$ cat src/sfesm_map.svh
/*
 holds the register offsets, field positions, reset values, live mask
 and safe-mode marker of the supply_fault_events block.
 assumes it is included by bare name wherever these values are needed.
*/
`ifndef SFESM_MAP_SVH
`define SFESM_MAP_SVH
`define SFESM_CMD_EVENTS_RO 8'h0A
`define SFESM_CMD_EVENTS_CR 8'h0B
`define SFESM_CMD_DISC_ONE 8'h0C
`define SFESM_CMD_DISC_TWO 8'h0D
`define SFESM_CMD_PRIO_MODE 8'h17
`define SFESM_CMD_PRIO_LOW 8'h27
`define SFESM_CMD_PRIO_HIGH 8'h28
`define SFESM_CMD_FW_REV 8'h41
`define SFESM_CMD_MEM_CTRL 8'h60
`define SFESM_BIT_THERMAL 7
`define SFESM_BIT_LOCKOUT 6
`define SFESM_BIT_WARNING 5
`define SFESM_BIT_PORT_LOW 4
`define SFESM_BIT_SHUTDOWN 1
`define SFESM_BIT_MEMFAULT 0
`define SFESM_BIT_PRIO_MODE 0
`define SFESM_BIT_RUN_EN 0
`define SFESM_BIT_PARITY_EN 1
`define SFESM_EVENTS_POR 8'h70
`define SFESM_EVENTS_LIVE_MASK 8'hF3
// safe-mode marker: the value is arbitrary
`define SFESM_SAFE_MARKER 8'hA5
`endif

$ cat src/sfesm_pkg.sv
/*
 holds the types of the supply_fault_events block.
 assumes the map header supplies the numbers.
*/
package sfesm_pkg;
   typedef enum logic [1:0] {
      SFESM_RUN = 2'b01,
      SFESM_SAFE = 2'b10
   } sfesm_mode_t;

   typedef struct packed {
      logic thermal_shutdown;
      logic thermal_cool;
      logic logic_supply_lockout;
      logic logic_supply_warning;
      logic port_supply_low;
      logic port_supply_ok;
      logic port_supply_dead;
      logic memory_error;
   } sfesm_cond_t;

   typedef struct packed {
      logic cmd_valid;
      logic cmd_write;
      logic [7:0] cmd_addr;
      logic [7:0] cmd_wdata;
   } sfesm_cmd_t;
endpackage

$ cat src/sfesm_block.sv
/*
 holds the supply_fault_events register, the memory-fault safe mode
 and the first two channel discovery bytes.
 assumes commands arrive decoded from the serial interface, one per cycle,
 and analog monitors arrive as synchronous levels.
*/
`timescale 1ns/1ps
`include "sfesm_map.svh"

module sfesm_block #(
   parameter int CHANNELS = 8
)(
   input wire logic sys_clk,
   input wire logic rst,
   input wire logic reset_pin_n,
   input wire sfesm_pkg::sfesm_cmd_t cmd,
   input wire sfesm_pkg::sfesm_cond_t cond,
   input wire logic fast_shutdown_input,
   input wire logic [2:0] shutdown_code,
   input wire logic shutdown_code_valid,
   input wire logic [CHANNELS-1:0] fast_shutdown_enable,
   input wire logic [CHANNELS-1:0] channel_powered,
   input wire logic [CHANNELS-1:0] channel_power_on_command,
   input wire logic [7:0] channel_one_result,
   input wire logic [7:0] channel_two_result,
   input wire logic parity_image_loaded,
   input wire logic [7:0] firmware_revision,
   output logic [7:0] read_data,
   output logic read_valid,
   output logic event_irq,
   output logic [CHANNELS-1:0] channel_enable,
   output logic [CHANNELS-1:0] channel_force_off,
   output logic events_keep,
   output logic safe_mode
);
   // the group and shutdown logic is built for two groups of four
   if (CHANNELS != 8)
   begin : g_bad_channels
      $error("sfesm_block serves eight channels only");
   end

   // ------------------------------------------------------------
   // reset image and live mask
   // ------------------------------------------------------------
   localparam logic [7:0] EVENTS_POR = `SFESM_EVENTS_POR;
   localparam logic [7:0] LIVE_MASK = `SFESM_EVENTS_LIVE_MASK;

   // ------------------------------------------------------------
   // command decode
   // ------------------------------------------------------------
   function automatic logic hit(input logic [7:0] a);
      hit = cmd.cmd_valid && cmd.cmd_addr == a;
   endfunction

   logic wr;
   logic rd;
   assign wr = cmd.cmd_valid && cmd.cmd_write;
   assign rd = cmd.cmd_valid && !cmd.cmd_write;

   // ------------------------------------------------------------
   // host settings
   // ------------------------------------------------------------
   logic prio_mode;
   logic [23:0] prio_level;
   logic run_enable;
   logic parity_enable;
   logic [7:0] events;
   logic fault_hit;
   sfesm_pkg::sfesm_mode_t mode;

   // safe mode holds back ordinary settings, so reload path stays open
   always_ff @(posedge sys_clk or posedge rst)
   begin
      if (rst)
         prio_mode <= 1'b0;
      else if (wr && mode == sfesm_pkg::SFESM_RUN &&
         hit(`SFESM_CMD_PRIO_MODE))
         prio_mode <= cmd.cmd_wdata[`SFESM_BIT_PRIO_MODE];
   end

   always_ff @(posedge sys_clk or posedge rst)
   begin
      if (rst)
         prio_level <= 24'h000000;
      else if (wr && mode == sfesm_pkg::SFESM_RUN)
      begin
         if (cmd.cmd_addr == `SFESM_CMD_PRIO_LOW)
            prio_level[11:0] <= {cmd.cmd_wdata[6:4], cmd.cmd_wdata[6:4],
               cmd.cmd_wdata[2:0], cmd.cmd_wdata[2:0]};
         if (cmd.cmd_addr == `SFESM_CMD_PRIO_HIGH)
            prio_level[23:12] <= {cmd.cmd_wdata[6:4], cmd.cmd_wdata[6:4],
               cmd.cmd_wdata[2:0], cmd.cmd_wdata[2:0]};
      end
   end

   // memory fault monitor only armed by parity enable plus image
   // arming condition
   assign fault_hit = cond.memory_error && parity_enable &&
      parity_image_loaded;

   always_ff @(posedge sys_clk or posedge rst)
   begin
      if (rst)
         run_enable <= 1'b1;
      else if (fault_hit)
         run_enable <= 1'b0;
      else if (wr && hit(`SFESM_CMD_MEM_CTRL))
         run_enable <= cmd.cmd_wdata[`SFESM_BIT_RUN_EN];
   end

   // parity enable is a plain setting; a fault leaves it armed
   always_ff @(posedge sys_clk or posedge rst)
   begin
      if (rst)
         parity_enable <= 1'b0;
      else if (wr && hit(`SFESM_CMD_MEM_CTRL))
         parity_enable <= cmd.cmd_wdata[`SFESM_BIT_PARITY_EN];
   end

   // ------------------------------------------------------------
   // safe mode
   // ------------------------------------------------------------
   always_ff @(posedge sys_clk or posedge rst)
   begin
      if (rst)
         mode <= sfesm_pkg::SFESM_RUN;
      else
      begin
         unique case (mode)
            sfesm_pkg::SFESM_RUN:
               if (fault_hit)
                  mode <= sfesm_pkg::SFESM_SAFE;
            sfesm_pkg::SFESM_SAFE:
               if (wr && hit(`SFESM_CMD_MEM_CTRL) &&
                  cmd.cmd_wdata[`SFESM_BIT_RUN_EN])
                  mode <= sfesm_pkg::SFESM_RUN;
            default:
               mode <= sfesm_pkg::SFESM_SAFE;
         endcase
      end
   end

   always_ff @(posedge sys_clk or posedge rst)
   begin
      if (rst)
         safe_mode <= 1'b0;
      else
         safe_mode <= (mode == sfesm_pkg::SFESM_SAFE) || fault_hit;
   end

   // ------------------------------------------------------------
   // fast shutdown match
   // ------------------------------------------------------------
   logic [1:0] group_hit;
   genvar g;
   generate
      for (g = 0; g < 2; g++)
      begin : grp
         logic [3:0] m;
         genvar c;
         for (c = 0; c < 4; c++)
         begin : ch
            assign m[c] = prio_mode ?
               (shutdown_code_valid &&
                shutdown_code >= prio_level[(g*4+c)*3 +: 3]) :
               (fast_shutdown_input && fast_shutdown_enable[g*4+c]);
         end
         assign group_hit[g] = |m;
      end
   endgenerate

   // ------------------------------------------------------------
   // event register
   // ------------------------------------------------------------
   logic [7:0] ev_set;
   logic clear_read;
   logic [3:0] events_hi;
   logic [3:0] events_lo;
   assign events = {events_hi, events_lo};
   always_comb
   begin
      ev_set = 8'h00;
      ev_set[`SFESM_BIT_THERMAL] = cond.thermal_shutdown;
      ev_set[`SFESM_BIT_LOCKOUT] = cond.logic_supply_lockout;
      ev_set[`SFESM_BIT_WARNING] = cond.logic_supply_warning;
      ev_set[`SFESM_BIT_PORT_LOW] = cond.port_supply_low;
      ev_set[`SFESM_BIT_SHUTDOWN] = |group_hit;
      ev_set[`SFESM_BIT_MEMFAULT] = fault_hit;
      // lockout kept while port supply low
      if (cond.port_supply_low)
         ev_set[`SFESM_BIT_LOCKOUT] = ev_set[`SFESM_BIT_LOCKOUT] |
            events[`SFESM_BIT_LOCKOUT];
   end

   assign clear_read = rd && hit(`SFESM_CMD_EVENTS_CR);

   // upper flags only see power-on; the pin reset is taken synchronously
   always_ff @(posedge sys_clk or posedge rst)
   begin
      if (rst)
         events_hi <= EVENTS_POR[7:4];
      else if (clear_read)
         events_hi <= ev_set[7:4];
      else
         events_hi <= events_hi | ev_set[7:4];
   end

   always_ff @(posedge sys_clk or posedge rst)
   begin
      if (rst)
         events_lo <= 4'h0;
      else if (!reset_pin_n)
         events_lo <= 4'h0;
      else if (clear_read)
         events_lo <= ev_set[3:0] & LIVE_MASK[3:0];
      else
         events_lo <= (events_lo | ev_set[3:0]) & LIVE_MASK[3:0];
   end

   always_ff @(posedge sys_clk or posedge rst)
   begin
      if (rst)
         event_irq <= 1'b0;
      else if (clear_read)
         event_irq <= |ev_set;
      else
         event_irq <= |(events | ev_set);
   end

   // ------------------------------------------------------------
   // read path
   // ------------------------------------------------------------
   always_ff @(posedge sys_clk or posedge rst)
   begin
      if (rst)
      begin
         read_data <= 8'h00;
         read_valid <= 1'b0;
      end
      else
      begin
         read_valid <= rd;
         if (rd)
         begin
            unique case (cmd.cmd_addr)
               `SFESM_CMD_EVENTS_RO, `SFESM_CMD_EVENTS_CR:
                  read_data <= events;
               `SFESM_CMD_DISC_ONE:
                  read_data <= channel_one_result;
               `SFESM_CMD_DISC_TWO:
                  read_data <= channel_two_result;
               `SFESM_CMD_PRIO_MODE:
                  read_data <= {7'h00, prio_mode};
               `SFESM_CMD_FW_REV:
                  read_data <= (mode == sfesm_pkg::SFESM_SAFE) ?
                     `SFESM_SAFE_MARKER : firmware_revision;
               `SFESM_CMD_MEM_CTRL:
                  read_data <= {6'h00, parity_enable, run_enable};
               default:
                  read_data <= 8'h00;
            endcase
         end
      end
   end

   // ------------------------------------------------------------
   // channel control
   // ------------------------------------------------------------
   logic [CHANNELS-1:0] next_enable;
   logic [CHANNELS-1:0] shut_mask;
   logic power_blocked;
   always_comb
   begin
      shut_mask = {{4{group_hit[1]}}, {4{group_hit[0]}}};
      power_blocked = events[`SFESM_BIT_PORT_LOW] && !cond.port_supply_ok;
      next_enable = channel_enable & ~shut_mask;
      // powered channels stay in safe mode
      if (!power_blocked && cond.thermal_cool &&
         mode == sfesm_pkg::SFESM_RUN && !fault_hit)
         next_enable = next_enable | channel_power_on_command;
      if (cond.thermal_shutdown)
         next_enable = '0;
   end

   always_ff @(posedge sys_clk or posedge rst)
   begin
      if (rst)
         channel_enable <= '0;
      else
         channel_enable <= next_enable;
   end

   // unpowered channels off in safe mode
   always_ff @(posedge sys_clk or posedge rst)
   begin
      if (rst)
         channel_force_off <= '0;
      else if (cond.thermal_shutdown)
         channel_force_off <= '1;
      else if (mode == sfesm_pkg::SFESM_SAFE || fault_hit)
         channel_force_off <= ~channel_powered;
      else
         channel_force_off <= '0;
   end

   // keep detect events unless supply dead
   always_ff @(posedge sys_clk or posedge rst)
   begin
      if (rst)
         events_keep <= 1'b1;
      else
         events_keep <= !cond.port_supply_dead;
   end
endmodule // sfesm_block

$ cat config.mk
export PLATFORM = sky130hd
export DESIGN_NAME = sfesm_block
export DESIGN_NICKNAME = d
export VERILOG_FILES = /design/src/sfesm_pkg.sv /design/src/sfesm_block.sv
export VERILOG_INCLUDE_DIRS = /design/src
export SDC_FILE = /design/constraint.sdc
export NUM_CORES = 1
export LEC_CHECK = 0
export BUFFER_PORTS_ARGS = -buffer_cell sky130_fd_sc_hd__buf_2
export CORE_UTILIZATION = 40
export CTS_CLUSTER_SIZE = 8
export DETAILED_ROUTE_END_ITERATION = 10
export PLACE_DENSITY = 0.72
export RECOVER_POWER = 50
export SKIP_LAST_GASP = 1
export SLEW_MARGIN = 20
export SYNTH_ARGS = -nofsm -noshare
export SYNTH_HDL_FRONTEND = slang
export SYNTH_SLANG_ARGS = --single-unit
$ cat constraint.sdc
create_clock -name sys_clk -period 1.52 [get_ports sys_clk]
set_input_delay 0 -clock sys_clk [delete_from_list [all_inputs] [get_ports sys_clk]]
set_output_delay 0 -clock sys_clk [all_outputs]
set_load 0.005 [all_outputs]
# Word-level counts from Yosys, hierarchy flattened
# Index checks and enable logic that the tools add are counted.
# word_totals
ff_bits,63
in_bits,83
out_inout_bits,28
elab_cells,116
# classes
order_cmp,8
n_eq_ne,13
mux,24
n_bitwise,8
reduce_logical,48
# ops
operator,count
8-bit one-hot mux with 6 select lines,1
8-bit 2-to-1 mux,5
"8-bit by 4-bit == test with 1-bit output, second input constant",4
1-bit logical AND,32
3-bit >= comparator,8
"8-bit by 6-bit == test with 1-bit output, second input constant",2
"8-bit by 7-bit == test with 1-bit output, second input constant",2
8-bit inverter,2
8-bit bitwise OR,2
8-bit OR reduction,2
13-bit OR reduction,1
1-bit 2-to-1 mux,12
8-bit bitwise AND,1
"8-bit by 5-bit == test with 1-bit output, second input constant",1
2-bit 2-to-1 mux,4
4-bit OR reduction,2
2-bit AND reduction,3
1-bit zero test,5
4-bit 2-to-1 mux,1
"2-bit inequality test, second input constant",2
4-bit bitwise OR,1
2-bit one-hot mux with 2 select lines,1
"2-bit by 1-bit == test with 1-bit output, second input constant",1
"2-bit == test, second input constant",1
other kinds (5),5

# Depth between registers and ports, before layout
# logic_depth
ltp_word,9
mapped_depth,7
mapped_depth_nobuf,7

# Worst setup path before layout
# Ideal clock, no wire load.
# synth_path
path_kind,reg-to-reg
startpoint,reg mode[0]
endpoint,reg prio_level[3]
setup_time_ns,0.125
arrival_time_ns,1.476
t_required_ns,1.395
slack_ns,-0.081
stages_incl_launch_ff,5
n_path_buf,1
period_less_slack_ns,1.601
path_cell_list,dfstp_2 -> nor3b_1 -> and4_1 -> buf_2 -> mux2_2
# synth_via
elab_chain_len,3
# synth_rtl
item,line_no,rtl
from (decl),sfesm_block.sv:69,sfesm_pkg::sfesm_mode_t mode;
from (signal assigned),sfesm_block.sv:126,mode <= sfesm_pkg::SFESM_RUN;
from (signal assigned),sfesm_block.sv:132,mode <= sfesm_pkg::SFESM_SAFE;
from (signal assigned),sfesm_block.sv:136,mode <= sfesm_pkg::SFESM_RUN;
2-bit by 1-bit == test with 1-bit output,sfesm_block.sv:85,else if (wr && mode == sfesm_pkg::SFESM_RUN)
1-bit logical AND,sfesm_block.sv:85,
2-bit AND reduction (no source line),-,
to (signal assigned),sfesm_block.sv:88,"prio_level[11:0] <= {cmd.cmd_wdata[6:4], cmd.cmd_wdata[6:4],"
to (decl),sfesm_block.sv:64,logic [23:0] prio_level;
# No other way between the ends.
# A chain may end at the register's enable or synchronous reset.

# Worst setup path in the final report
# layout_path
startpoint,reg prio_level[20]
endpoint,reg event_irq
# layout_via
elab_chain_len,7
word_cells_on_any_way,8
cone_classes,1 x order compare; 2 x mux; 1 x bitwise; 4 x reduce/logical
# layout_rtl
item,line_no,rtl
from (signal assigned),sfesm_block.sv:91,"prio_level[23:12] <= {cmd.cmd_wdata[6:4], cmd.cmd_wdata[6:4],"
3-bit >= comparator *,sfesm_block.sv:165,shutdown_code >= prio_level[(g*4+c)*3 +: 3]) :
1-bit logical AND *,sfesm_block.sv:164,(shutdown_code_valid &&
1-bit 2-to-1 mux *,sfesm_block.sv:163,assign m[c] = prio_mode ?
8-bit OR reduction,sfesm_block.sv:187,ev_set[`SFESM_BIT_SHUTDOWN] = |group_hit;
8-bit bitwise OR,sfesm_block.sv:227,event_irq <= |(events | ev_set);
8-bit OR reduction,sfesm_block.sv:227,
1-bit 2-to-1 mux *,sfesm_block.sv:224,else if (clear_read)
to (signal assigned),sfesm_block.sv:225,event_irq <= |ev_set;
to (signal assigned),sfesm_block.sv:227,
to (decl),sfesm_block.sv:30,"output logic event_irq,"
# Mark *: on every way between the ends. The rest lies on a longest branch, timed or not.

==> results.toml <==
[run_status]
status = "finished with violations"
violations = "setup timing"

[routing]
wirelength_mm = 7.07
first_iter_violations = 113
wl_met3_um = 315
viasPerCell = 5.13
wirelength_met1_mm = 3.05
drc = 0
vias = 2445
drt_first_pass_iters = 4
routed.top_layer = "met4"
wl_met2_mm = 3.64
ant_nets = 0
wl_per_cell_um = 14.8

[synth]
synthAdderAreaFrac_pct = 5.68
synthMuxAreaShare_pct = 4.64
synth_seq_cells = 51
ys_seq_area_share_pct = 48.6
synth-compound-area-share_pct = 19.1
synthArstFlopShare_pct = 100
synth_top_area_share_pct = 42.6
synth-simple-area-share_pct = 17.0
synthDistinctLibCells = 53
yosysTopAreaCell = "dfrtp_1"
post-synth-top-count-cell = "dfrtp_1"
synthCells = 239
avgSynthCellArea_um2 = 11.1
synth_area_um2 = 2640
synth_ff_type = "dfrtp_1"
syn-num-nets = 334
ys_top_cells_by_area = "dfrtp_1 (43%), dfstp_2 (6.0%), ha_1 (5.7%)"
ys_warn_count = 0
synth_xor_xnor_area_share_pct = 0.332
synth_top_family_by_area = "compound AO/OA/AOI/OAI gates"
synth_edf_count = 0
synth_common_cells = "dfrtp_1 (45), nand2_1 (23), o21ai_0 (17)"

[cts]
path_clk_slew_ns = 0.09
insertion_delay_ns = 0.31
cts-htree-levels = 2
clock-root-buffer = "clkbuf_8"
cts.sinks = 51
cts_made_buffers = 5
cts_tree = "done"
clockBufferDepth = 2

[worst_setup_path]
timing.rr.start = "prio_level[20]"
start_kind = "register"
worst_ep_arrival_time_ns = 1.85
cp.required_ns = 1.70
critical_path_class = "register to register"
worstSetupStartpoint = "prio_level[20]"
endpoint_kind = "register"
path_max_fanout = 5
reg2regPathDepth = 7

[min_path]
hold_start = "channel_two_result[3]"
min_path_cells = 3
hp-class = "primary input to register"

[placed_design]
hpwl_mm = 5.36
place_ws_ns = -0.219
place_inst = 435
place.port_buffers = 108
routabilityCongestion = 0.893

[finish]
antenna-diode-count = 0
multiInputGateArea_um2 = 1370
fin_nets = 494
final-seq-area_um2 = 1280
area.growth.synth_to_final_pct = 48.4
final-instance-count-excl-fill = 477
drive_gt1_share_pct = 46.3
fillers = 531

[floorplan]
io_pins = 111
start_util_pct = 41.6
die_area_um2 = 6930
die_x_um = 83.3
coreArea_um2 = 6350
die_h_um = 83.3
num_rows = 29

[pwr]
vdd_drop_max_mv = 0.547
internal_power_w = 0.00199
pwr-share-seq_pct = 53.1
combPwrFrac_pct = 15.5
power.leakage_nw = 1.87
clockPowerShare_pct = 31.4
switching_share_pct = 25.3
power_density_nw_per_um2 = 680
p_sw_w = 0.000676

[global_route]
grt_usage_pct = 21.0
gr-total-overflow = 0
grt_pass1_wl_mm = 11.6
grt_max_degree = 52
grt_pass1_vias = 2575
antenna_found_initial = 0

[timing]
finalClockSkew_ns = 0.0105
final-hold-violation-count = 0
whs_ns = 0.0154
setup_violations = 12
layout_min_cycle_time_ns = 1.67
tightest_slew_ns = 0.732
slew_headroom_pct = 51.2
rsz0062_at_grt = "yes"
setup_ws_ns = -0.150
slew_viol_final = 0
fin_crit_sh_pct = 110
fmax_ghz = 0.599

[job]
maxCapViolCount = 0
## cells in the final DEF, fill, tap and decap left out, types with 5 or more instances in the layout
cell type      count
buf_2            108
dfrtp_1           45
dlygate4sd3_1     31
nand2_1           20
buf_4             17
o21ai_0           14
nor2_1            12
inv_1             11
a21oi_1            9
mux2_2             8
ha_1               8
nor2b_1            6
clkbuf_8           6
dfstp_2            6
a22o_1             5
a32o_1             5
## flip-flops by register name (all words and copies together), names as in the netlist
signal             flops
prio_level            12
channel_enable         8
channel_force_off      8
read_data              8
events_hi              4
events_lo              2
mode                   2
event_irq              1
events_keep            1
parity_enable          1
prio_mode              1
read_valid             1
run_enable             1
safe_mode              1
## per-layer routing
layer	GRT usage, %	vias to the layer above
met1	25.4	1156
met2	37.7	74
li1	-	1206
met3	3.78	9
met4	6.27	0
met5	0	-
## area by class of cell
class / instances / share of cell area [%]
multi-input combinational: 166 / 34.9
sequential: 51 / 32.8
timing repair buffer: 160 / 25.9
tap: 77 / 2.46
clock buffer: 6 / 2.11
inverter: 15 / 1.44
clock inverter: 2 / 0.415
## worst max-delay path, cell delays in order (launching register included)
cell	delay, ns
dfrtp_1	0.39
inv_2	0.06
ha_4	0.19
a211oi_2	0.17
nand2_1	0.09
a311oi_2	0.26
o211a_1	0.26
nand4_1	0.10
## through the flow
stage          total power (W)  setup TNS (ns)  util [%]  instance area (um^2)
3_3_place_gp           0.00178           -1.16      53.5                  3400
4_1_cts                0.00269           -1.26      61.1                  3880
5_1_grt                0.00278           -2.38      61.7                  3920
2_1_floorplan          0.00158          -0.158         -                  2680
3_5_place_dp           0.00179           -1.94      53.5                  3400
6_report               0.00267           -1.27      61.7                  3920
## power by group through the flow
stage	Combinational (W)	Sequential (W)	Clock, W
CTS	0.000415	0.00142	0.000857
global route	0.000454	0.00142	0.000908
global placement	0.000340	0.00144	0
finish	0.000412	0.00142	0.000838
detailed placement	0.000347	0.00144	0
floorplan	0.000138	0.00145	0
## final timing paths
path	to	slack, ns
setup / recovery	event_irq	-0.15
hold / removal	read_data[3]	0.02
setup reg to reg	event_irq	-0.15
hold reg to reg	events_hi[2]	0.51
max in group asynchronous	prio_mode	0.60
min in group asynchronous	prio_level[5]	0.45
## what timing repair did
action / in CTS / in global routing
hold buffers: 31 / 0
gates cloned: 0 / 0
pin swaps: 11 / 6
setup endpoints to repair: 16 / 19
endpoints found under the hold margin: 89 / 0
gates resized for setup: 11 / 17
setup buffers: 3 / 0
## cell families (layout without fill, tap and decap cells)
logic type | count (synthesis) | in the layout
XOR/XNOR | 1 | 1
multiplexers | 11 | 11
AND/OR/NAND/NOR | 72 | 72
AO/OA/AOI/OAI | 70 | 70
flip-flops | 51 | 51
buffers and inverters | 22 | 183
adder cells (fa/ha/maj) | 12 | 12
(Power assumes the default switching activity.)
